## src/shared/limit_pkg.sv

```systemverilog
// shared constants for the counter limit and display block
package limit_pkg;

  // counter widths and limit count
  localparam int CNT_W        = 32;
  localparam int NUM_LIMITS   = 4;

  // scaling factor range
  localparam logic [16:0] SCALE_MIN = 17'h00001;
  localparam logic [16:0] SCALE_MAX = 17'h1869F; // 99999

  // timing figures
  localparam int CLK_HZ         = 50_000_000;
  localparam int TENTH_S_MS     = 100;
  localparam int TENTH_CYCLES   = CLK_HZ / 1000 * TENTH_S_MS;
  localparam logic [6:0] BLANK_MIN_S = 7'h01;
  localparam logic [6:0] BLANK_MAX_S = 7'h63;   // 99 s
  localparam logic [6:0] PULSE_MAX_TENTHS = 7'h63; // 9.9 s

  // limit modes
  localparam logic [1:0] MODE_STEP   = 2'h0;
  localparam logic [1:0] MODE_RELOAD = 2'h1;
  localparam logic [1:0] MODE_STOP   = 2'h2;
  localparam logic [1:0] MODE_CLEAR  = 2'h3;

  // display colours
  localparam logic [1:0] COL_RED   = 2'h0;
  localparam logic [1:0] COL_GREEN = 2'h1;
  localparam logic [1:0] COL_AMBER = 2'h2;

  // reset values
  localparam logic [2:0] DEC_RST = 3'h0;

endpackage

```

## src/rtl/counter_limit_outputs.sv

```systemverilog
// limit comparison, relay outputs and display settings of a counter
`timescale 1ns/1ps

module counter_limit_outputs
  import limit_pkg::*;
#(
  parameter int LIMITS = 4,              // 2 or 4 relay outputs
  parameter int TENTH  = TENTH_CYCLES    // cycles in 0.1 s
)(
  input  wire logic              clock_i,        // 50 MHz clock
  input  wire logic              reset_n_i,      // async reset, low
  input  wire logic              count_up_i,     // count pulse up
  input  wire logic              count_dn_i,     // count pulse down
  input  wire logic              count_reset_i,  // reset command pulse
  input  wire logic              button_i,       // any operator button
  input  wire logic              programming_colour_mode_i,    // programming mode
  input  wire logic              show_total_i,   // show totalizer
  input  wire logic              scale_multiply_i, // 1 mul, 0 div
  input  wire logic [16:0]       scale_value_i,  // scale factor
  input  wire logic [2:0]        decimals_i,     // fractional digits
  input  wire logic signed [CNT_W-1:0] offset_i, // reload offset
  input  wire logic              brightness_setting_i, // 1 high
  input  wire logic [1:0]        run_colour_i,   // run colour
  input  wire logic [1:0]        programming_colour_i, // programming_colour colour
  input  wire logic [1:0]        total_colour_i, // totalizer colour
  input  wire logic              blank_en_i,     // display-off enable
  input  wire logic [6:0]        blank_secs_i,   // 1..99 s
  input  wire logic [3:0]        lim_en_i,       // limit enables
  input  wire logic [3:0]        lim_src_total_i, // 1 totalizer
  input  wire logic [3:0]        lim_dir_high_i, // 1 high, 0 low
  input  wire logic [3:0]        lim_latch_i,    // 1 latch, 0 wiper
  input  wire logic [7:0]        lim_mode_i,     // 2 bits per limit
  input  wire logic [6:0]        pulse_tenths_i, // wiper 0..99 tenths
  input  wire logic signed [CNT_W-1:0] first_limit_i,  // limit 1
  input  wire logic signed [CNT_W-1:0] second_limit_i, // limit 2
  input  wire logic signed [CNT_W-1:0] third_limit_i,  // limit 3
  input  wire logic signed [CNT_W-1:0] fourth_limit_i, // limit 4
  output logic signed [CNT_W-1:0] main_counter_o, // main count
  output logic signed [CNT_W-1:0] total_o,        // totalizer
  output logic signed [CNT_W-1:0] display_value_o, // scaled count, or totalizer
  output logic [2:0]             display_dp_o,   // decimal digits
  output logic                   display_on_o,   // display lit
  output logic                   right_dp_o,     // right dp lamp
  output logic                   brightness_o,   // 1 high
  output logic [1:0]             colour_o,       // colour shown
  output logic                   halted_o,       // counting stopped
  output logic                   first_output_o, // relay 1
  output logic                   second_output_o, // relay 2
  output logic                   third_output_o, // relay 3
  output logic                   fourth_output_o  // relay 4
);

  ////////////////////////////////////////////////////////////////////
  // helpers

  // signed compare with direction, used per limit
  function automatic logic dir_hit(input logic signed [CNT_W-1:0] v,
                                   input logic signed [CNT_W-1:0] l,
                                   input logic hi);
    dir_hit = hi ? (v >= l) : (v <= l);
  endfunction

  // three-stage synchroniser, edge counted when stage 2 and 3 agree
  function automatic logic rise(input logic [2:0] s,
                                input logic prev);
    rise = (s[1] == s[2]) && s[2] && !prev;
  endfunction

  ////////////////////////////////////////////////////////////////////
  // pin input synchronisers

  logic [2:0] up_s_q, dn_s_q, rst_s_q, btn_s_q;
  logic [3:0] lvl_q, lvl_d;   // debounced levels
  logic       up_ev, dn_ev, rst_ev, btn_ev;

  // stage chain; first stage read only by the second
  always_ff @(posedge clock_i or negedge reset_n_i)
  begin
    if (!reset_n_i)
    begin
      up_s_q  <= 3'h0;
      dn_s_q  <= 3'h0;
      rst_s_q <= 3'h0;
      btn_s_q <= 3'h0;
      lvl_q   <= 4'h0;
    end
    else
    begin
      up_s_q  <= {up_s_q[1:0], count_up_i};
      dn_s_q  <= {dn_s_q[1:0], count_dn_i};
      rst_s_q <= {rst_s_q[1:0], count_reset_i};
      btn_s_q <= {btn_s_q[1:0], button_i};
      lvl_q   <= lvl_d;
    end
  end

  // accepted level follows only when stages 2 and 3 agree
  always_comb
  begin
    lvl_d  = lvl_q;
    up_ev  = rise(up_s_q, lvl_q[0]);
    dn_ev  = rise(dn_s_q, lvl_q[1]);
    rst_ev = rise(rst_s_q, lvl_q[2]);
    btn_ev = rise(btn_s_q, lvl_q[3]);
    if (up_s_q[1] == up_s_q[2])
      lvl_d[0] = up_s_q[2];
    if (dn_s_q[1] == dn_s_q[2])
      lvl_d[1] = dn_s_q[2];
    if (rst_s_q[1] == rst_s_q[2])
      lvl_d[2] = rst_s_q[2];
    if (btn_s_q[1] == btn_s_q[2])
      lvl_d[3] = btn_s_q[2];
  end

  ////////////////////////////////////////////////////////////////////
  // 0.1 s tick divider

  logic [$clog2(TENTH)-1:0] div_q, div_d;
  logic [3:0]               tenths_q, tenths_d;
  logic                     tick;       // 0.1 s enable
  logic                     sec_tick;   // 1 s enable

  always_comb
  begin
    tick     = (div_q == ($clog2(TENTH))'(TENTH - 1));
    div_d    = tick ? '0 : div_q + 1'b1;
    sec_tick = tick && (tenths_q == 4'h9);
    tenths_d = tenths_q;
    if (tick)
      tenths_d = sec_tick ? 4'h0 : tenths_q + 4'h1;
    // a press restarts the seconds phase, else blanking comes early
    if (btn_ev)
      tenths_d = 4'h0;
  end

  always_ff @(posedge clock_i or negedge reset_n_i)
  begin
    if (!reset_n_i)
    begin
      div_q    <= '0;
      tenths_q <= 4'h0;
    end
    else
    begin
      div_q    <= div_d;
      tenths_q <= tenths_d;
    end
  end

  ////////////////////////////////////////////////////////////////////
  // counters and limit logic

  logic signed [CNT_W-1:0] main_q, main_d, tot_q, tot_d;
  logic                    halt_q, halt_d;
  logic [3:0]              out_q, out_d;
  logic [3:0]              hit_q, hit_d;     // last compare result
  logic [6:0]              wipe_q [4];
  logic [6:0]              wipe_d [4];
  logic signed [CNT_W-1:0] lim   [4];
  logic [3:0]              hit, reach, present, latch_eff;
  logic [1:0]              mode  [4];
  logic                    reload_any;
  logic                    counted;

  assign lim[0] = first_limit_i;
  assign lim[1] = second_limit_i;
  assign lim[2] = third_limit_i;
  assign lim[3] = fourth_limit_i;

  // next counter values and output states
  always_comb
  begin
    main_d  = main_q;
    tot_d   = tot_q;
    halt_d  = halt_q;
    out_d   = out_q;
    counted = !halt_q && (up_ev ^ dn_ev);
    reload_any = 1'b0;
    for (int i = 0; i < 4; i++)
    begin
      mode[i] = lim_mode_i[2*i +: 2];
      present[i] = (i < LIMITS) && lim_en_i[i];
      latch_eff[i] = lim_latch_i[i] && (mode[i] != MODE_RELOAD);
      hit[i] = dir_hit(lim_src_total_i[i] ? tot_q : main_q, lim[i],
                       lim_dir_high_i[i]);
      reach[i] = present[i] && hit[i] && !hit_q[i];
      if (present[i] && mode[i] == MODE_RELOAD)
        reload_any = 1'b1;
    end
    hit_d = hit;
    // count step, stopped while halted
    if (counted)
    begin
      main_d = up_ev ? main_q + 1 : main_q - 1;
      tot_d  = up_ev ? tot_q + 1 : tot_q - 1;
    end
    for (int i = 0; i < 4; i++)
    begin
      wipe_d[i] = wipe_q[i];
      if (tick && wipe_q[i] != 7'h00)
        wipe_d[i] = wipe_q[i] - 7'h01;
      if (!present[i])
      begin
        out_d[i]  = 1'b0;
        wipe_d[i] = 7'h00;
      end
      else if (latch_eff[i] && mode[i] == MODE_STEP)
        out_d[i] = hit[i];
      else if (reach[i])
      begin
        // limit i drives output i; wiper on reach
        out_d[i] = 1'b1;
        if (!latch_eff[i])
          wipe_d[i] = (pulse_tenths_i > PULSE_MAX_TENTHS) ?
                      PULSE_MAX_TENTHS : pulse_tenths_i;
        if (mode[i] == MODE_RELOAD)
        begin
          if (lim_src_total_i[i])
            tot_d = offset_i;
          else
            main_d = offset_i;
          hit_d[i] = 1'b0;
        end
        if (mode[i] == MODE_STOP)
          halt_d = 1'b1;
      end
      else if (!latch_eff[i] && wipe_d[i] == 7'h00)
        out_d[i] = 1'b0;
    end
    // clear previous output in ring order
    for (int i = 0; i < 4; i++)
      if (reach[i] && mode[i] == MODE_CLEAR && !reach[(i + 3) % 4])
      begin
        out_d[(i + 3) % 4]  = 1'b0;
        wipe_d[(i + 3) % 4] = 7'h00;
      end
    for (int i = 0; i < 4; i++)
      if (reload_any && latch_eff[i])
        out_d[i] = 1'b0;
    if (rst_ev)
    begin
      main_d = '0;
      tot_d  = offset_i;
      halt_d = 1'b0;
      out_d  = 4'h0;
      for (int i = 0; i < 4; i++)
        wipe_d[i] = 7'h00;
    end
  end

  always_ff @(posedge clock_i or negedge reset_n_i)
  begin
    if (!reset_n_i)
    begin
      main_q <= '0;
      tot_q  <= '0;
      halt_q <= 1'b0;
      out_q  <= 4'h0;
      hit_q  <= 4'h0;
      for (int i = 0; i < 4; i++)
        wipe_q[i] <= 7'h00;
    end
    else
    begin
      main_q <= main_d;
      tot_q  <= tot_d;
      halt_q <= halt_d;
      out_q  <= out_d;
      hit_q  <= hit_d;
      for (int i = 0; i < 4; i++)
        wipe_q[i] <= wipe_d[i];
    end
  end

  ////////////////////////////////////////////////////////////////////
  // display settings and blanking

  logic [6:0]              idle_q, idle_d;
  logic                    dark_q, dark_d;
  logic signed [CNT_W-1:0] scaled;
  logic [16:0]             factor;
  logic [1:0]              colour_d;

  // scale clipped into 1..99999; divide keeps the integer part
  always_comb
  begin
    factor = scale_value_i;
    if (factor < SCALE_MIN)
      factor = SCALE_MIN;
    if (factor > SCALE_MAX)
      factor = SCALE_MAX;
    if (scale_multiply_i)
      scaled = CNT_W'(main_q * $signed({1'b0, factor}));
    else
      scaled = CNT_W'(main_q / $signed({1'b0, factor}));
  end

  // blank timer counts whole seconds without button activity
  always_comb
  begin
    idle_d = idle_q;
    dark_d = dark_q;
    if (sec_tick && idle_q != 7'h7F)
      idle_d = idle_q + 7'h01;
    if (blank_en_i && idle_q >= blank_secs_i && blank_secs_i >= BLANK_MIN_S)
      dark_d = 1'b1;
    if (!blank_en_i)
      dark_d = 1'b0;
    if (btn_ev)
    begin
      idle_d = 7'h00;
      dark_d = 1'b0;
    end
    if (programming_colour_mode_i)
      colour_d = programming_colour_i;
    else if (show_total_i)
      colour_d = total_colour_i;
    else
      colour_d = run_colour_i;
  end

  always_ff @(posedge clock_i or negedge reset_n_i)
  begin
    if (!reset_n_i)
    begin
      idle_q          <= 7'h00;
      dark_q          <= 1'b0;
      display_value_o <= '0;
      display_dp_o    <= DEC_RST;
      display_on_o    <= 1'b0;
      right_dp_o      <= 1'b0;
      brightness_o    <= 1'b0;
      colour_o        <= COL_RED;
    end
    else
    begin
      idle_q          <= idle_d;
      dark_q          <= dark_d;
      display_value_o <= show_total_i ? tot_q : scaled;
      display_dp_o    <= decimals_i;
      display_on_o    <= !dark_d;
      right_dp_o      <= dark_d;
      brightness_o    <= brightness_setting_i;
      colour_o        <= colour_d;
    end
  end

  // counter state straight from flip-flops
  assign main_counter_o  = main_q;
  assign total_o         = tot_q;
  assign halted_o        = halt_q;
  assign first_output_o  = out_q[0];
  assign second_output_o = out_q[1];
  assign third_output_o  = out_q[2];
  assign fourth_output_o = out_q[3];

endmodule

```

## config.mk

```make
export PLATFORM = sky130hd
export DESIGN_NAME = counter_limit_outputs
export DESIGN_NICKNAME = d
export VERILOG_FILES = /design/src/shared/limit_pkg.sv /design/src/rtl/counter_limit_outputs.sv
export SDC_FILE = /design/constraint.sdc
export NUM_CORES = 2
export LEC_CHECK = 0
export BUFFER_PORTS_ARGS = -buffer_cell sky130_fd_sc_hd__buf_4
export CAP_MARGIN = 20
export CELL_PAD_IN_SITES_DETAIL_PLACEMENT = 0
export CELL_PAD_IN_SITES_GLOBAL_PLACEMENT = 1
export CORE_MARGIN = 10
export CORE_UTILIZATION = 25
export CTS_CLUSTER_SIZE = 30
export DETAILED_ROUTE_END_ITERATION = 10
export PLACE_DENSITY = 0.53
export REMOVE_ABC_BUFFERS = 1
export SYNTH_ARGS = -nofsm -noshare
export SYNTH_HDL_FRONTEND = slang
export SYNTH_SLANG_ARGS = --single-unit
```

## constraint.sdc

```tcl
create_clock -name clock_i -period 166.6 [get_ports clock_i]
set_input_delay 16.66 -clock clock_i [delete_from_list [all_inputs] [get_ports clock_i]]
set_output_delay 16.66 -clock clock_i [all_outputs]
set_load 0.03 [all_outputs]
```

-- Word level (Yosys, flattened, before mapping)
Index checks and enable logic that the tools add are counted.
W data, S select, Z words.
- flip-flop bits (word level): 191
- input port bits: 235
- output and inout port bits: 109
- add/sub/neg operators: 11
- multipliers: 1
- divide/modulo/power cells: 1
- magnitude comparators: 13
- equal/unequal tests: 27
- multiplexer cells: 157
- bitwise logic cells: 1
- reductions and logical operators: 85
- operators with widths (operator ; number):
    $mux W32 ; 52
    $mux W7 ; 27
    $ge A32 B32 Y1 ; 4
    $le A32 B32 Y1 ; 4
    $mux W1 ; 68
    $add A32 B2 Y32 const B ; 2
    $sub A32 B2 Y32 const B ; 2
    $logic_and A1 B1 Y1 ; 53
    $mux W17 ; 2
    $div A32 B18 Y32 ; 1
    $mul A32 B18 Y32 ; 1
    $logic_not A7 Y1 ; 4
    $mux W28 ; 1
    $ne A7 B1 Y1 const B ; 4
    $reduce_bool A7 Y1 ; 4
    $sub A7 B1 Y7 const B ; 4
    $add A23 B1 Y23 const B ; 1
    $eq A23 B23 Y1 const B ; 1
    $mux W23 ; 1
    $logic_not A1 Y1 ; 18
    $gt A17 B17 Y1 const B ; 1
    $lt A17 B1 Y1 const B ; 1
    $eq A2 B2 Y1 const B ; 8
    $mux W4 ; 4
    other kinds (14) ; 28

-- Depth between registers and ports, before layout
- depth in word-level cells: 27
- depth in mapped cells: 481
- depth with buffers taken out: 442

-- Worst setup path before layout
OpenSTA, ideal clock, no wires.
- path type: input -> register
- from: in scale_value_i[13]
- to: reg display_value_o[24]
- library setup time: 0.130 ns
- arrival: 110.131 ns
- data required time: 166.470 ns
- setup slack: 56.339 ns
- cell stages on the path: 459
- cells stage by stage: buf_2 -> or4_1 -> nand2_1 -> nand2_1 -> a211o_1 -> clkbuf_1 -> inv_1 -> ha_1 -> o21ai_0 -> or2_1 -> nand2_1 -> o21ai_0 -> ha_1 -> o21a_1 -> o21ai_0 -> o21ai_0 -> mux2i_1 -> a21oi_1 -> [423 not listed] -> nand2b_1 -> a21oi_1 -> o31ai_1 -> a21oi_1 -> o221ai_1 -> or3b_1 -> a211oi_2 -> nand2_1 -> or4_1 -> a211oi_2 -> ha_1 -> nand3_1 -> o41a_1 -> a21oi_1 -> xnor2_1 -> nor2_1 -> a21oi_1 -> o21ai_1
- cells in the longest elaborated chain, start to end: 7
- RTL lines (element ; line ; text):
    from (decl) ; counter_limit_outputs.sv:19 ; input wire logic [16:0] scale_value_i,
    $lt A17 B1 Y1 ; counter_limit_outputs.sv:288 ; if (factor < SCALE_MIN)
    $mux W17 * ; counter_limit_outputs.sv:288 ;
    $gt A17 B17 Y1 ; counter_limit_outputs.sv:290 ; if (factor > SCALE_MAX)
    $mux W17 * ; counter_limit_outputs.sv:290 ;
    $div A32 B18 Y32 / $mul A32 B18 Y32 (equally long branches) ; counter_limit_outputs.sv:295, counter_limit_outputs.sv:293 ;
    $mux W32 * ; counter_limit_outputs.sv:292 ; if (scale_multiply_i)
    $mux W32 * ; counter_limit_outputs.sv:339 ; display_value_o <= show_total_i ? tot_q : scaled;
    to (signal assigned) ; counter_limit_outputs.sv:339 ;
    to (decl) ; counter_limit_outputs.sv:40 ; output logic signed [CNT_W-1:0] display_value_o,
Mark *: on every way between the ends. The rest lies on a longest branch, timed or not.
A chain may end at the register's enable or synchronous reset.

-- Final worst setup path
- from: in scale_value_i[13]
- to: reg display_value_o[14]
Same word-level chain as after synthesis.

==> flow_summary.ini <==
[sta]
slew_viol_final = 0
setup_ws_ns = 48.14
slew_headroom = 0.269
skew_ns = 0.0351
min_period_ns = 118.46
grt_setup_unrepaired = false
timing.fmax_ghz = 0.00844
hold_viol = 0
fin_tns_setup_ns = 0
max_slew.worst_pin.slew_ns = 1.09
setup_violations = 0
final.period_utilization = 0.711

[synth]
synth_compound_area_frac = 0.223
synth_top_area_frac = 0.168
ys_ff_latch = 191
yosysTopAreaCell = ha_1
syn_area_per_cell_um2 = 7.64
syn_area_mm2 = 0.0525
syn_inst = 6878
synth_adder_area_share = 0.290
yosys_warnings = 0
synth_commonest_cells = nand2_1 (781), ha_1 (704), inv_1 (639)
yosysUniqueCellTypes = 120
synth-xor-area-share = 0.0615
synth-async-reset-ratio = 1.00
synth-edff-count = 0
synth_top_family_by_area = adder cells
synth_area_leaders = ha_1 (17%), fa_1 (12%), dfrtp_1 (9.1%), nand2_1 (5.6%), xnor2_1 (4.6%)
yosys.area_share.simple = 0.216
seq_area_frac_synth = 0.0910
yosysMostFrequentCell = nand2_1
yosys-mux-area-fraction = 0.0506
synth_flop_cell = dfrtp_1

[finish]
syn_to_final_growth_pct = 12.9
regArea_mm2 = 0.00478
final_area_mm2 = 0.0593
drive_gt1_frac = 0.121
nNetsFinal = 8359
multi_input_area_mm2 = 0.0443
final_cells = 9923
fillers = 23000

[clock_network]
cts-hold-fix-buffers = 0
path_clk_slew_ns = 0.09
cts_buffers = 17
root_buffer = clkbuf_16
ctsHtreeMaxLevel = 4
post-cts-setup-buffer-count = 0
clock_latency_ns = 0.55
cts_tree = yes
cts_buffer_depth = 2
cts.repair.resized = 0
clock-sinks = 191

[worst_hold_path]
hold_path_class = reg2reg

[worst_setup_path]
reg2reg_depth = 424
worst-path-max-fanout = 35
cp_common_cell = o21a_1
critPathLaunchType = input port
cp-end-kind = register
slowest_delay_ns = 0.81
r2r_start = main_counter_o[15]
r2r_slack_ns = 63.47
crit_type = in2reg
slowest_stage = a221oi_2
cp.arrival_ns = 118.81
crit_end = display_value_o[14]
r2r_end = display_value_o[14]
required_ns = 166.95
critPathLaunch = scale_value_i[13]

[floorplanning]
start_util = 0.251
fp.coreArea_mm2 = 0.209
die_area_mm2 = 0.229
ioPinCount = 344
die_w_um = 478
rows = 168
die_h_um = 478

[placed_design]
port_buffers = 343
dp_hpwl_mm = 182
placed_area_mm2 = 0.0587
dp_worst_setup_slack_ns = 48.50
dp.cells = 9883
gp_congestion = 0.879

[global_routing]
grt_pass1_wl_mm = 343
grt_use_met2 = 0.340
antenna_found_initial = 25
use_met1 = 0.252
grt-ovfl-total = 0
grtUsageMet3 = 0.0248
grt_max_degree = 88
grt_pass1_vias = 52000
grt_use_total = 0.195
top_usage_layer = met2

[flow_run]
drv_cap = 0

[detailed_routing]
drt-total-wl_mm = 231
vias = 51400
drc = 0
drtIter0Drc = 3222
antenna_violating_nets_post_route = 0
drt-pass1-iter-count = 7
routedWlPerCell_um = 23.3
post_drt_via_cell_ratio = 5.18

[run_status]
status = finished clean
[metrics by stage]
step                hold WS (ns)   util
floorplan                  0.331      -
global placement           0.333  0.280
detailed placement         0.337  0.280
CTS                        0.357  0.283
global route               0.361  0.283
finish                     0.359  0.283
[registers in the layout, indices dropped and copies added (netlist names), 4 cells and up]
name,flops
total_o,32
hit_q,4
idle_q,7
display_value_o,32
tenths_q,4
lvl_q,4
out_q,4
wipe_q,28
main_counter_o,32
div_q,23
[cell usage in the layout, fill, tap and decap left out, drive strengths merged, types with 118 or more instances in the layout]
master	netlist	routed
a21oi	424	424
and2	118	118
buf	50	487
dfrtp	191	191
fa	321	321
ha	704	704
inv	640	648
mux2	201	201
nand2	783	783
nand3	127	127
nor2	524	524
nor3	305	305
o21a	223	223
o21ai	334	334
o31ai	152	152
xnor2	274	274
[cells by family (layout without fill, tap and decap cells)]
family | Yosys count | after routing
xor+xnor | 369 | 369
mux | 240 | 240
flops | 191 | 191
fa+ha+maj | 1027 | 1027
compound gates | 1751 | 1751
other cells | 0 | 6
simple gates | 2372 | 2372
buf+inv | 928 | 1162
[worst max-delay path, delay by kind of cell]
family / cells / cell delay [ns]
AO/OA/AOI/OAI: 277 / 63.93
XOR/XNOR: 1 / 0.18
adder cells (fa/ha/maj): 33 / 10.93
buffers and inverters: 19 / 3.73
multiplexers: 4 / 1.12
AND/OR/NAND/NOR: 90 / 21.94
[metal layers]
metal  routed length (µm)  share of wire
met1               104000           0.45
met2               111000           0.48
met3                10000          0.043
met4                 6570          0.028
met5                  236         0.0010
[worst min-delay path by stage]
stage / start / endpoint / slack (ns) / cells after the start
after CTS: dn_s_q[0] / dn_s_q[1] / 0.36 / 0
final: btn_s_q[0] / btn_s_q[1] / 0.36 / 0
after global routing: dn_s_q[0] / dn_s_q[1] / 0.36 / 0
after floorplan: btn_s_q[0] / btn_s_q[1] / 0.33 / 0
after detailed placement: dn_s_q[0] / dn_s_q[1] / 0.34 / 0
after global placement: dn_s_q[0] / dn_s_q[1] / 0.33 / 0
[cell type report]
cell class | instances | share of cell area
flip-flops and latches | 191 | 0.0807
clock buffers | 18 | 0.00741
clock inverters | 14 | 0.00270
diodes | 6 | 0.000253
repair buffers | 487 | 0.0618
inverters | 643 | 0.0407
well taps | 2805 | 0.0592
multi-input cells | 5759 | 0.747
Power is not shown: default switching activity piles up to over one toggle a cycle in this logic, so the estimate is an artifact.
